==> src/design/completer_request_descriptor_pkg.sv <==
package completer_request_descriptor_pkg;

    // Descriptor geometry
    localparam int DESC_W         = 128;
    localparam int HALF_W         = 64;

    // Field positions (least significant bit of each field)
    localparam int AT_LSB         = 0;
    localparam int ADDR_LSB       = 2;
    localparam int DWCNT_LSB      = 64;
    localparam int TYPE_LSB       = 75;
    localparam int REQID_LSB      = 80;
    localparam int TAG_LSB        = 96;
    localparam int TFUNC_LSB      = 104;
    localparam int MSGCODE_LSB    = 104;
    localparam int BARID_LSB      = 112;
    localparam int ROUTE_LSB      = 112;
    localparam int APER_LSB       = 115;
    localparam int TC_LSB         = 121;
    localparam int NS_BIT         = 124;
    localparam int RO_BIT         = 125;
    localparam int IDO_BIT        = 126;
    localparam int SNOOP_LSB      = 0;
    localparam int NOSNOOP_LSB    = 16;
    localparam int OBFF_LSB       = 32;
    localparam int DESTID_LSB     = 0;
    localparam int VDM_LSB        = 32;
    localparam int ATS_LSB        = 0;

    // Request type codes
    localparam logic [3:0] TYPE_MEM_RD  = 4'h0;
    localparam logic [3:0] TYPE_MEM_WR  = 4'h1;
    localparam logic [3:0] TYPE_IO_RD   = 4'h2;
    localparam logic [3:0] TYPE_IO_WR   = 4'h3;
    localparam logic [3:0] TYPE_FADD    = 4'h4;
    localparam logic [3:0] TYPE_SWAP    = 4'h5;
    localparam logic [3:0] TYPE_CAS     = 4'h6;
    localparam logic [3:0] TYPE_LOCK_RD = 4'h7;
    localparam logic [3:0] TYPE_MSG     = 4'hC;
    localparam logic [3:0] TYPE_MSG_VDM = 4'hD;
    localparam logic [3:0] TYPE_MSG_ATS = 4'hE;

    // Fixed field values
    localparam logic [2:0]   BAR_ROM_ID  = 3'h6;
    localparam logic [2:0]   ROUTE_BY_ID = 3'h2;
    localparam logic [127:0] RST_DESC    = 128'h0;

    typedef enum logic [3:0] {
        REQ_MEM_RD,
        REQ_MEM_WR,
        REQ_IO_RD,
        REQ_IO_WR,
        REQ_FADD,
        REQ_SWAP,
        REQ_CAS,
        REQ_LOCK_RD,
        REQ_CFG0_RD,
        REQ_CFG1_RD,
        REQ_CFG0_WR,
        REQ_CFG1_WR,
        REQ_MSG,
        REQ_MSG_VDM,
        REQ_MSG_ATS
    } req_kind_t;

    typedef enum logic [1:0] {
        MSG_GENERAL,
        MSG_LTR,
        MSG_OBFF
    } msg_kind_t;

    typedef struct packed {
        req_kind_t   kind;
        msg_kind_t   msg_kind;
        logic [1:0]  at;
        logic [61:0] addr;
        logic [10:0] dw_cnt;
        logic [15:0] req_id;
        logic [7:0]  tag;
        logic [7:0]  tgt_func;
        logic [2:0]  bar_num;
        logic        bar_is_64;
        logic        rom_hit;
        logic        is_vf;
        logic [5:0]  bar_aper;
        logic [5:0]  vf_aper;
        logic [2:0]  tc;
        logic        ns;
        logic        ro;
        logic        ido;
        logic [7:0]  msg_code;
        logic [2:0]  msg_route;
        logic [15:0] ltr_snoop;
        logic [15:0] ltr_nosnoop;
        logic [3:0]  obff;
        logic [15:0] dest_id;
        logic [31:0] hdr_dw2;
        logic [31:0] hdr_dw3;
    } req_info_t;

endpackage : completer_request_descriptor_pkg

==> src/design/completer_request_descriptor.sv <==
// Behaviour
// - Memory, I/O, atomic requests carry matched BAR number in 114:112, ROM is 110.
// - A 64-bit BAR pair reports its lower BAR, so only 0, 2, 4 or 6.
// - Memory, I/O, atomic requests carry log2 BAR aperture in 120:115.
// - Virtual-function hits report the aperture of one function's space.
// - Transaction class goes into bits 123:121.
// - No-snoop flag at bit 124, relaxed ordering at bit 125.
// - ID-based ordering at bit 126, only for memory, atomic requests and messages, never I/O.
// - LTR messages copy snoop latency into bits 15:0.
// - LTR messages copy no-snoop latency into bits 31:16.
// - OBFF messages carry their four-bit code in bits 35:32.
// - Every message carries its message code in bits 111:104.
// - Every message carries its routing subfield in bits 114:112.
// - ID-routed vendor messages carry destination ID in bits 15:0.
// - Vendor messages copy header doubleword 3 into bits 63:32.
// - ATS messages copy header doublewords 2 and 3 into bits 63:0.
// - Type codes 0000 to 0110 for memory, I/O and atomic requests.
// - Type 0111 for locked reads, only on legacy devices.
// - Configuration types 1000 to 1011 never appear on this stream.
// - Messages use 1100, 1101, 1110; code 1111 is never produced.
// - Sixteen-byte descriptor: two beats on 64-bit stream, one beat otherwise.
// - Request type code sits in bits 78:75.
`timescale 1ns/10ps
`default_nettype none

module completer_request_descriptor
    import completer_request_descriptor_pkg::*;
#(
    parameter int   STREAM_W   = 128,
    parameter logic LEGACY_DEV = 1'b0
)
(
    input  wire logic                clk_i,
    input  wire logic                rst_i,
    input  wire logic                in_valid_i,
    input  wire req_info_t           in_req_i,
    output logic                     in_ready_o,
    output logic                     out_valid_o,
    output logic [((STREAM_W == 64) ? HALF_W : DESC_W)-1:0] out_data_o,
    output logic                     out_last_o,
    input  wire logic                out_ready_i,
    output logic                     drop_o
);

    localparam int OUT_W = (STREAM_W == 64) ? HALF_W : DESC_W;
    localparam int BEATS = (STREAM_W == 64) ? 2 : 1;

    generate
        if (STREAM_W != 64 && STREAM_W != 128 && STREAM_W != 256)
        begin : g_bad_width
            $error("STREAM_W must be 64, 128 or 256");
        end
    endgenerate

    // Type code of a request kind
    function automatic logic [3:0] type_code(input req_kind_t k);
        logic [3:0] c;
        c = TYPE_MEM_RD;
        case (k)
            REQ_MEM_RD:  c = TYPE_MEM_RD;
            REQ_MEM_WR:  c = TYPE_MEM_WR;
            REQ_IO_RD:   c = TYPE_IO_RD;
            REQ_IO_WR:   c = TYPE_IO_WR;
            REQ_FADD:    c = TYPE_FADD;
            REQ_SWAP:    c = TYPE_SWAP;
            REQ_CAS:     c = TYPE_CAS;
            REQ_LOCK_RD: c = TYPE_LOCK_RD;
            REQ_MSG:     c = TYPE_MSG;
            REQ_MSG_VDM: c = TYPE_MSG_VDM;
            REQ_MSG_ATS: c = TYPE_MSG_ATS;
            default:     c = TYPE_MEM_RD;
        endcase
        return c;
    endfunction : type_code

    // Whether a request may enter the stream
    function automatic logic passes(input req_kind_t k);
        logic ok;
        ok = 1'b1;
        case (k)
            REQ_CFG0_RD, REQ_CFG1_RD, REQ_CFG0_WR, REQ_CFG1_WR:
                ok = 1'b0;
            REQ_LOCK_RD:
                ok = LEGACY_DEV;
            default:
                ok = 1'b1;
        endcase
        return ok;
    endfunction : passes

    function automatic logic is_message(input req_kind_t k);
        return (k == REQ_MSG) || (k == REQ_MSG_VDM) || (k == REQ_MSG_ATS);
    endfunction : is_message

    function automatic logic is_memory(input req_kind_t k);
        logic m;
        m = 1'b0;
        case (k)
            REQ_MEM_RD, REQ_MEM_WR, REQ_LOCK_RD, REQ_FADD, REQ_SWAP, REQ_CAS:
                m = 1'b1;
            default:
                m = 1'b0;
        endcase
        return m;
    endfunction : is_memory

    // Descriptor assembly from a decoded request
    function automatic logic [DESC_W-1:0] build_desc(input req_info_t r);
        logic [DESC_W-1:0] d;
        logic [2:0]        bar;
        logic              msg;
        logic              mem;
        d   = RST_DESC;
        msg = is_message(r.kind);
        mem = is_memory(r.kind);
        bar = r.bar_num;
        // Common header fields
        d[DWCNT_LSB +: 11] = r.dw_cnt;
        d[TYPE_LSB +: 4]   = type_code(r.kind);
        d[REQID_LSB +: 16] = r.req_id;
        d[TAG_LSB +: 8]    = r.tag;
        d[TC_LSB +: 3]     = r.tc;
        d[NS_BIT]          = r.ns;
        d[RO_BIT]          = r.ro;
        d[IDO_BIT]         = r.ido & (mem | msg);
        if (!msg)
        begin
            // Memory, I/O and atomic layout
            if (mem)
            begin
                d[AT_LSB +: 2] = r.at;
            end
            d[ADDR_LSB +: 62] = r.addr;
            d[TFUNC_LSB +: 8] = r.tgt_func;
            if (r.rom_hit)
            begin
                bar = BAR_ROM_ID;
            end
            else if (r.bar_is_64)
            begin
                bar = {r.bar_num[2:1], 1'b0};
            end
            d[BARID_LSB +: 3] = bar;
            d[APER_LSB +: 6]  = r.is_vf ? r.vf_aper : r.bar_aper;
        end
        else
        begin
            d[MSGCODE_LSB +: 8] = r.msg_code;
            d[ROUTE_LSB +: 3]   = r.msg_route;
            case (r.kind)
                REQ_MSG_VDM:
                begin
                    if (r.msg_route == ROUTE_BY_ID)
                    begin
                        d[DESTID_LSB +: 16] = r.dest_id;
                    end
                    d[VDM_LSB +: 32] = r.hdr_dw3;
                end
                REQ_MSG_ATS:
                begin
                    d[ATS_LSB +: 64] = {r.hdr_dw3, r.hdr_dw2};
                end
                default:
                begin
                    case (r.msg_kind)
                        MSG_LTR:
                        begin
                            d[SNOOP_LSB +: 16]   = r.ltr_snoop;
                            d[NOSNOOP_LSB +: 16] = r.ltr_nosnoop;
                        end
                        MSG_OBFF:
                        begin
                            d[OBFF_LSB +: 4] = r.obff;
                        end
                        default:
                        begin
                            d[OBFF_LSB +: 4] = 4'h0;
                        end
                    endcase
                end
            endcase
        end
        return d;
    endfunction : build_desc

    // Two-entry buffer: slot0 is the head
    logic [DESC_W-1:0] slot0_q;
    logic [DESC_W-1:0] slot0_d;
    logic [DESC_W-1:0] slot1_q;
    logic [DESC_W-1:0] slot1_d;
    logic [1:0]        count_q;
    logic [1:0]        count_d;
    logic              beat_q;
    logic              beat_d;
    logic              ready_q;
    logic              valid_q;
    logic [OUT_W-1:0]  data_q;
    logic              last_q;
    logic              drop_q;
    logic [DESC_W-1:0] new_desc;
    logic [DESC_W-1:0] sel_beat;
    logic              push;
    logic              store;
    logic              take;
    logic              last_beat;
    logic              pop;

    assign new_desc  = build_desc(in_req_i);
    assign push      = in_valid_i & ready_q;
    assign store     = push & passes(in_req_i.kind);
    assign take      = valid_q & out_ready_i;
    assign last_beat = (BEATS == 1) | beat_q;
    assign pop       = take & last_beat;

    // Next buffer contents
    always_comb
    begin
        slot0_d = slot0_q;
        slot1_d = slot1_q;
        count_d = count_q;
        case (count_q)
            2'd0:
            begin
                if (store)
                begin
                    slot0_d = new_desc;
                    count_d = 2'd1;
                end
            end
            2'd1:
            begin
                if (store && pop)
                begin
                    slot0_d = new_desc;
                end
                else if (store)
                begin
                    slot1_d = new_desc;
                    count_d = 2'd2;
                end
                else if (pop)
                begin
                    count_d = 2'd0;
                end
            end
            2'd2:
            begin
                if (pop)
                begin
                    slot0_d = slot1_q;
                    count_d = 2'd1;
                end
            end
            default:
            begin
                count_d = 2'd0;
            end
        endcase
    end

    // Beat position within the descriptor
    always_comb
    begin
        beat_d = beat_q;
        if (take)
        begin
            beat_d = last_beat ? 1'b0 : 1'b1;
        end
    end

    assign sel_beat = beat_d ? {{HALF_W{1'b0}}, slot0_d[DESC_W-1:HALF_W]} : slot0_d;

    always_ff @(posedge clk_i or posedge rst_i)
    begin
        if (rst_i)
        begin
            slot0_q <= RST_DESC;
            slot1_q <= RST_DESC;
            count_q <= 2'd0;
        end
        else
        begin
            slot0_q <= slot0_d;
            slot1_q <= slot1_d;
            count_q <= count_d;
        end
    end

    always_ff @(posedge clk_i or posedge rst_i)
    begin
        if (rst_i)
        begin
            beat_q <= 1'b0;
        end
        else
        begin
            beat_q <= beat_d;
        end
    end

    // Registered stream outputs
    always_ff @(posedge clk_i or posedge rst_i)
    begin
        if (rst_i)
        begin
            ready_q <= 1'b0;
            valid_q <= 1'b0;
            data_q  <= '0;
            last_q  <= 1'b0;
        end
        else
        begin
            ready_q <= (count_d != 2'd2);
            valid_q <= (count_d != 2'd0);
            data_q  <= sel_beat[OUT_W-1:0];
            last_q  <= (BEATS == 1) | beat_d;
        end
    end

    // Discarded request indication
    always_ff @(posedge clk_i or posedge rst_i)
    begin
        if (rst_i)
        begin
            drop_q <= 1'b0;
        end
        else
        begin
            drop_q <= push & ~store;
        end
    end

    assign in_ready_o  = ready_q;
    assign out_valid_o = valid_q;
    assign out_data_o  = data_q;
    assign out_last_o  = last_q;
    assign drop_o      = drop_q;

endmodule : completer_request_descriptor

`default_nettype wire

==> config.mk <==
export PLATFORM = sky130hd
export DESIGN_NAME = completer_request_descriptor
export DESIGN_NICKNAME = d
export VERILOG_FILES = /design/src/design/completer_request_descriptor_pkg.sv /design/src/design/completer_request_descriptor.sv
export SDC_FILE = /design/constraint.sdc
export NUM_CORES = 1
export LEC_CHECK = 0
export BUFFER_PORTS_ARGS = -buffer_cell sky130_fd_sc_hd__clkbuf_2
export CORE_UTILIZATION = 36
export CTS_CLUSTER_SIZE = 16
export DETAILED_ROUTE_END_ITERATION = 8
export GPL_TIMING_DRIVEN = 0
export PLACE_DENSITY = 0.61
export SLEW_MARGIN = 20
export SYNTH_ARGS = -nofsm -noshare
export SYNTH_HDL_FRONTEND = slang
export SYNTH_SLANG_ARGS = --single-unit
==> constraint.sdc <==
create_clock -name clk_i -period 13.5 [get_ports clk_i]
set_input_delay 2.7 -clock clk_i [delete_from_list [all_inputs] [get_ports clk_i]]
set_output_delay 2.7 -clock clk_i [all_outputs]
set_load 0.02 [all_outputs]
==> results.json <==
{
  "vias_per_cell": 5.81,
  "floorplan.rows": 82,
  "drv_cap": 0,
  "path_depth": 9,
  "yosysUniqueCellTypes": 59,
  "max_freq_mhz": 194,
  "chipWidth_um": 228,
  "vias": 17300,
  "fillers": 4759,
  "crit_path_top_delay_cell": "a211oi_1",
  "rsz0062_at_grt": "no",
  "ys_seq_elements": 389,
  "worstRegToRegCells": 8,
  "crit_type": "in2reg",
  "syn_nets": 2074,
  "grt_first_pass_wirelength_mm": 112,
  "clkLatencyLatePin_ns": 0.58,
  "worstPathRequired_ns": 13.97,
  "cts_setup_buffers": 0,
  "final_util_pct": 45.9,
  "clock_skew_ns": 0.0278,
  "dp_cells": 2885,
  "crit_path_cell_trace": "buf_2, and2_1, clkbuf_1, buf_2, clkbuf_1, nor2_1, a211oi_1, nand2_1, a22oi_1",
  "firstDrtPassIters": 5,
  "yosysTopAreaCell": "dfrtp_1",
  "drt.antenna.violating_nets": 0,
  "synth_top_area_share_pct": 52.7,
  "cts_buffer_depth": 3,
  "cts-hold-fix-buffers": 0,
  "yosysWarnings": 0,
  "numCtsBuffers": 43,
  "min_path_cells": 2,
  "synthArstFlopShare_pct": 100,
  "arrival_ns": 5.63,
  "cp_max_fo": 10,
  "slew_headroom_pct": 21.4,
  "min_path_type": "reg2reg",
  "cts.sink_count": 389,
  "wl_per_cell_um": 25.8,
  "drc": 0,
  "initial_core_util_pct": 36.6,
  "avgSynthCellArea_um2": 10.2,
  "grt_pass1_vias": 17100,
  "drive_gt1_share_pct": 28.0,
  "p_total_w": 0.00530,
  "period_needed_ns": 5.16,
  "slowest_delay_ns": 0.82,
  "wirelength_mm": 76.6,
  "core_um2": 50400,
  "setup_viol": 0,
  "hpwlAfterDp_mm": 58.3,
  "syn-cell-area_um2": 18500,
  "cp-start-kind": "input pin",
  "grt_use_total_pct": 28.9,
  "htreeDepth": 2,
  "drt_iter0_markers": 1848,
  "routabilityCongestion": 0.959,
  "cts_resized": 0,
  "tightest_slew_ns": 1.18,
  "die-area_um2": 52200,
  "slew_viol_final": 0,
  "cts_root_buf": "clkbuf_16",
  "synth_area_leaders": "dfrtp_1 53%, mux2_2 6.0%, nand2_1 6.0%, a221o_1 2.8%, o21ai_0 2.7%",
  "io_pins": 400,
  "final_cells": 2972,
  "cts_tree": "yes",
  "place.port_buffers": 395,
  "clk_pin_slew_ns": 0.06,
  "syn2layout_area_growth_pct": 25.2,
  "grt_max_degree": 35,
  "ir_drop_uv": 103,
  "powerDensity_nw_per_um2": 229,
  "antenna_found_initial": 13,
  "status": "finished clean",
  "die_h_um": 228,
  "path_buf_inv": 4,
  "synthCells": 1806,
  "multi_input_area_um2": 7900,
  "p_leak_nw": 11.4,
  "endpoint_kind": "flip-flop",
  "synthFlopType": "dfrtp_1",
  "finalSetupTns_ns": 0,
  "crit_family": "buffers and inverters",
  "ys_seq_area_share_pct": 52.7,
  "hold_viol_final": 0,
  "ff_latch_area_um2": 9730,
  "period_share_pct": 38.2,
  "grt-ovfl-total": 0,
  "nets": 2526,
  "synth_edf_count": 0
}
## kinds of logic (layout without fill, tap and decap cells)
| kind of cell | count (synthesis) | count (layout) | share of synthesized area, % |
|---|---|---|---|
| xor gates and xnor gates | 1 | 1 | 0.0475 |
| other | 1 | 10 | 0.0203 |
| buffers and inverters | 194 | 679 | 4.51 |
| muxes | 145 | 145 | 8.53 |
| DFF | 389 | 389 | 52.7 |
| and+or+nand+nor | 567 | 567 | 14.6 |
| AOI/OAI and AO/OA | 509 | 509 | 19.6 |
## per-layer routing
metal	vias to the layer above	track usage [%]	wire length [um]
li1	7518	-	-
met1	8608	38.1	31300
met2	942	44.9	34900
met3	177	5.96	6530
met4	8	15.0	3840
met5	-	0	55
## worst register-to-register path: cells and delay by family (launching register included)
kind,cells,cell delay [ns]
AOI/OAI and AO/OA,1,0.26
buffers and inverters,5,1.96
DFF,1,0.42
and+or+nand+nor,2,0.21
## cell usage after synthesis, types with 8 or more instances
master	n
o21ai_0	100
a21o_1	17
nor2b_1	8
and3_1	56
a22oi_1	51
dfrtp_1	389
o221ai_1	50
nand2_1	297
buf_4	10
and2_1	45
buf_1	10
a211oi_1	9
a31oi_1	29
inv_1	27
nor2_1	39
o31ai_1	9
nand4b_1	10
a221oi_1	27
clkbuf_1	98
o211ai_1	13
nand3_1	67
nand4_1	8
nor3_1	9
a221o_1	51
a211o_1	16
a2bb2oi_1	24
a21oi_1	88
mux2_2	99
buf_2	47
mux2i_1	46
## worst paths after layout
check	start	endpoint	slack, ns
max	in_req_i[263]	out_data_o[14]	8.34
min	slot0_q[47]	slot0_q[47]	0.48
max reg2reg	out_valid_o	out_data_o[42]	10.46
min reg2reg	slot0_q[47]	slot0_q[47]	0.48
max in group asynchronous	rst_i	out_data_o[117]	10.25
min in group asynchronous	rst_i	out_data_o[70]	2.16
## metrics by stage
stage | setup WS, ns | instance area, um2 | hold slack, ns
final | 8.34 | 23100 | 0.476
after global routing | 8.26 | 23100 | 0.493
after CTS | 8.29 | 23100 | 0.477
after detailed placement | 7.70 | 21500 | 0.462
after global placement | 3.21 | 21300 | 0.456
after floorplan | 5.57 | 18500 | 0.443
## flip-flops by register name, summed over array words and instances (netlist names)
name         cells
count_q          2
beat_q           1
out_last_o       1
drop_o           1
in_ready_o       1
out_valid_o      1
slot1_q        126
out_data_o     128
slot0_q        128
## area by class of cell
cell class,count,area share (%)
flip-flops and latches,389,42.1
multi-input cells,1223,34.2
repair buffers,407,9.60
clock buffers,56,5.09
well taps,672,3.64
plain buffers,166,3.15
clock inverters,22,1.64
inverters,28,0.471
diodes,9,0.0975
## power by group
| group | total, W | leakage (nW) | switching [W] | internal (W) |
|---|---|---|---|---|
| clock network | 0.00131 | 0.763 | 0.000507 | 0.000807 |
| logic | 0.00202 | 5.75 | 0.00127 | 0.000742 |
| registers | 0.00196 | 4.85 | 0.000256 | 0.00171 |
| total | 0.00530 | 11.4 | 0.00204 | 0.00326 |
## layout by cell type, fill, tap and decap left out, drive strengths merged, types with 24 or more instances in the layout
master,count
mux2,99
o221ai,50
a2bb2oi,24
mux2i,46
and2,46
a21oi,88
inv,27
nand3,67
a221o,51
a221oi,27
a22oi,51
o21ai,100
buf,80
a31oi,29
and3,56
dfrtp,389
nand2,297
nor2,41
clkbuf,549
(Power assumes the default switching activity.)
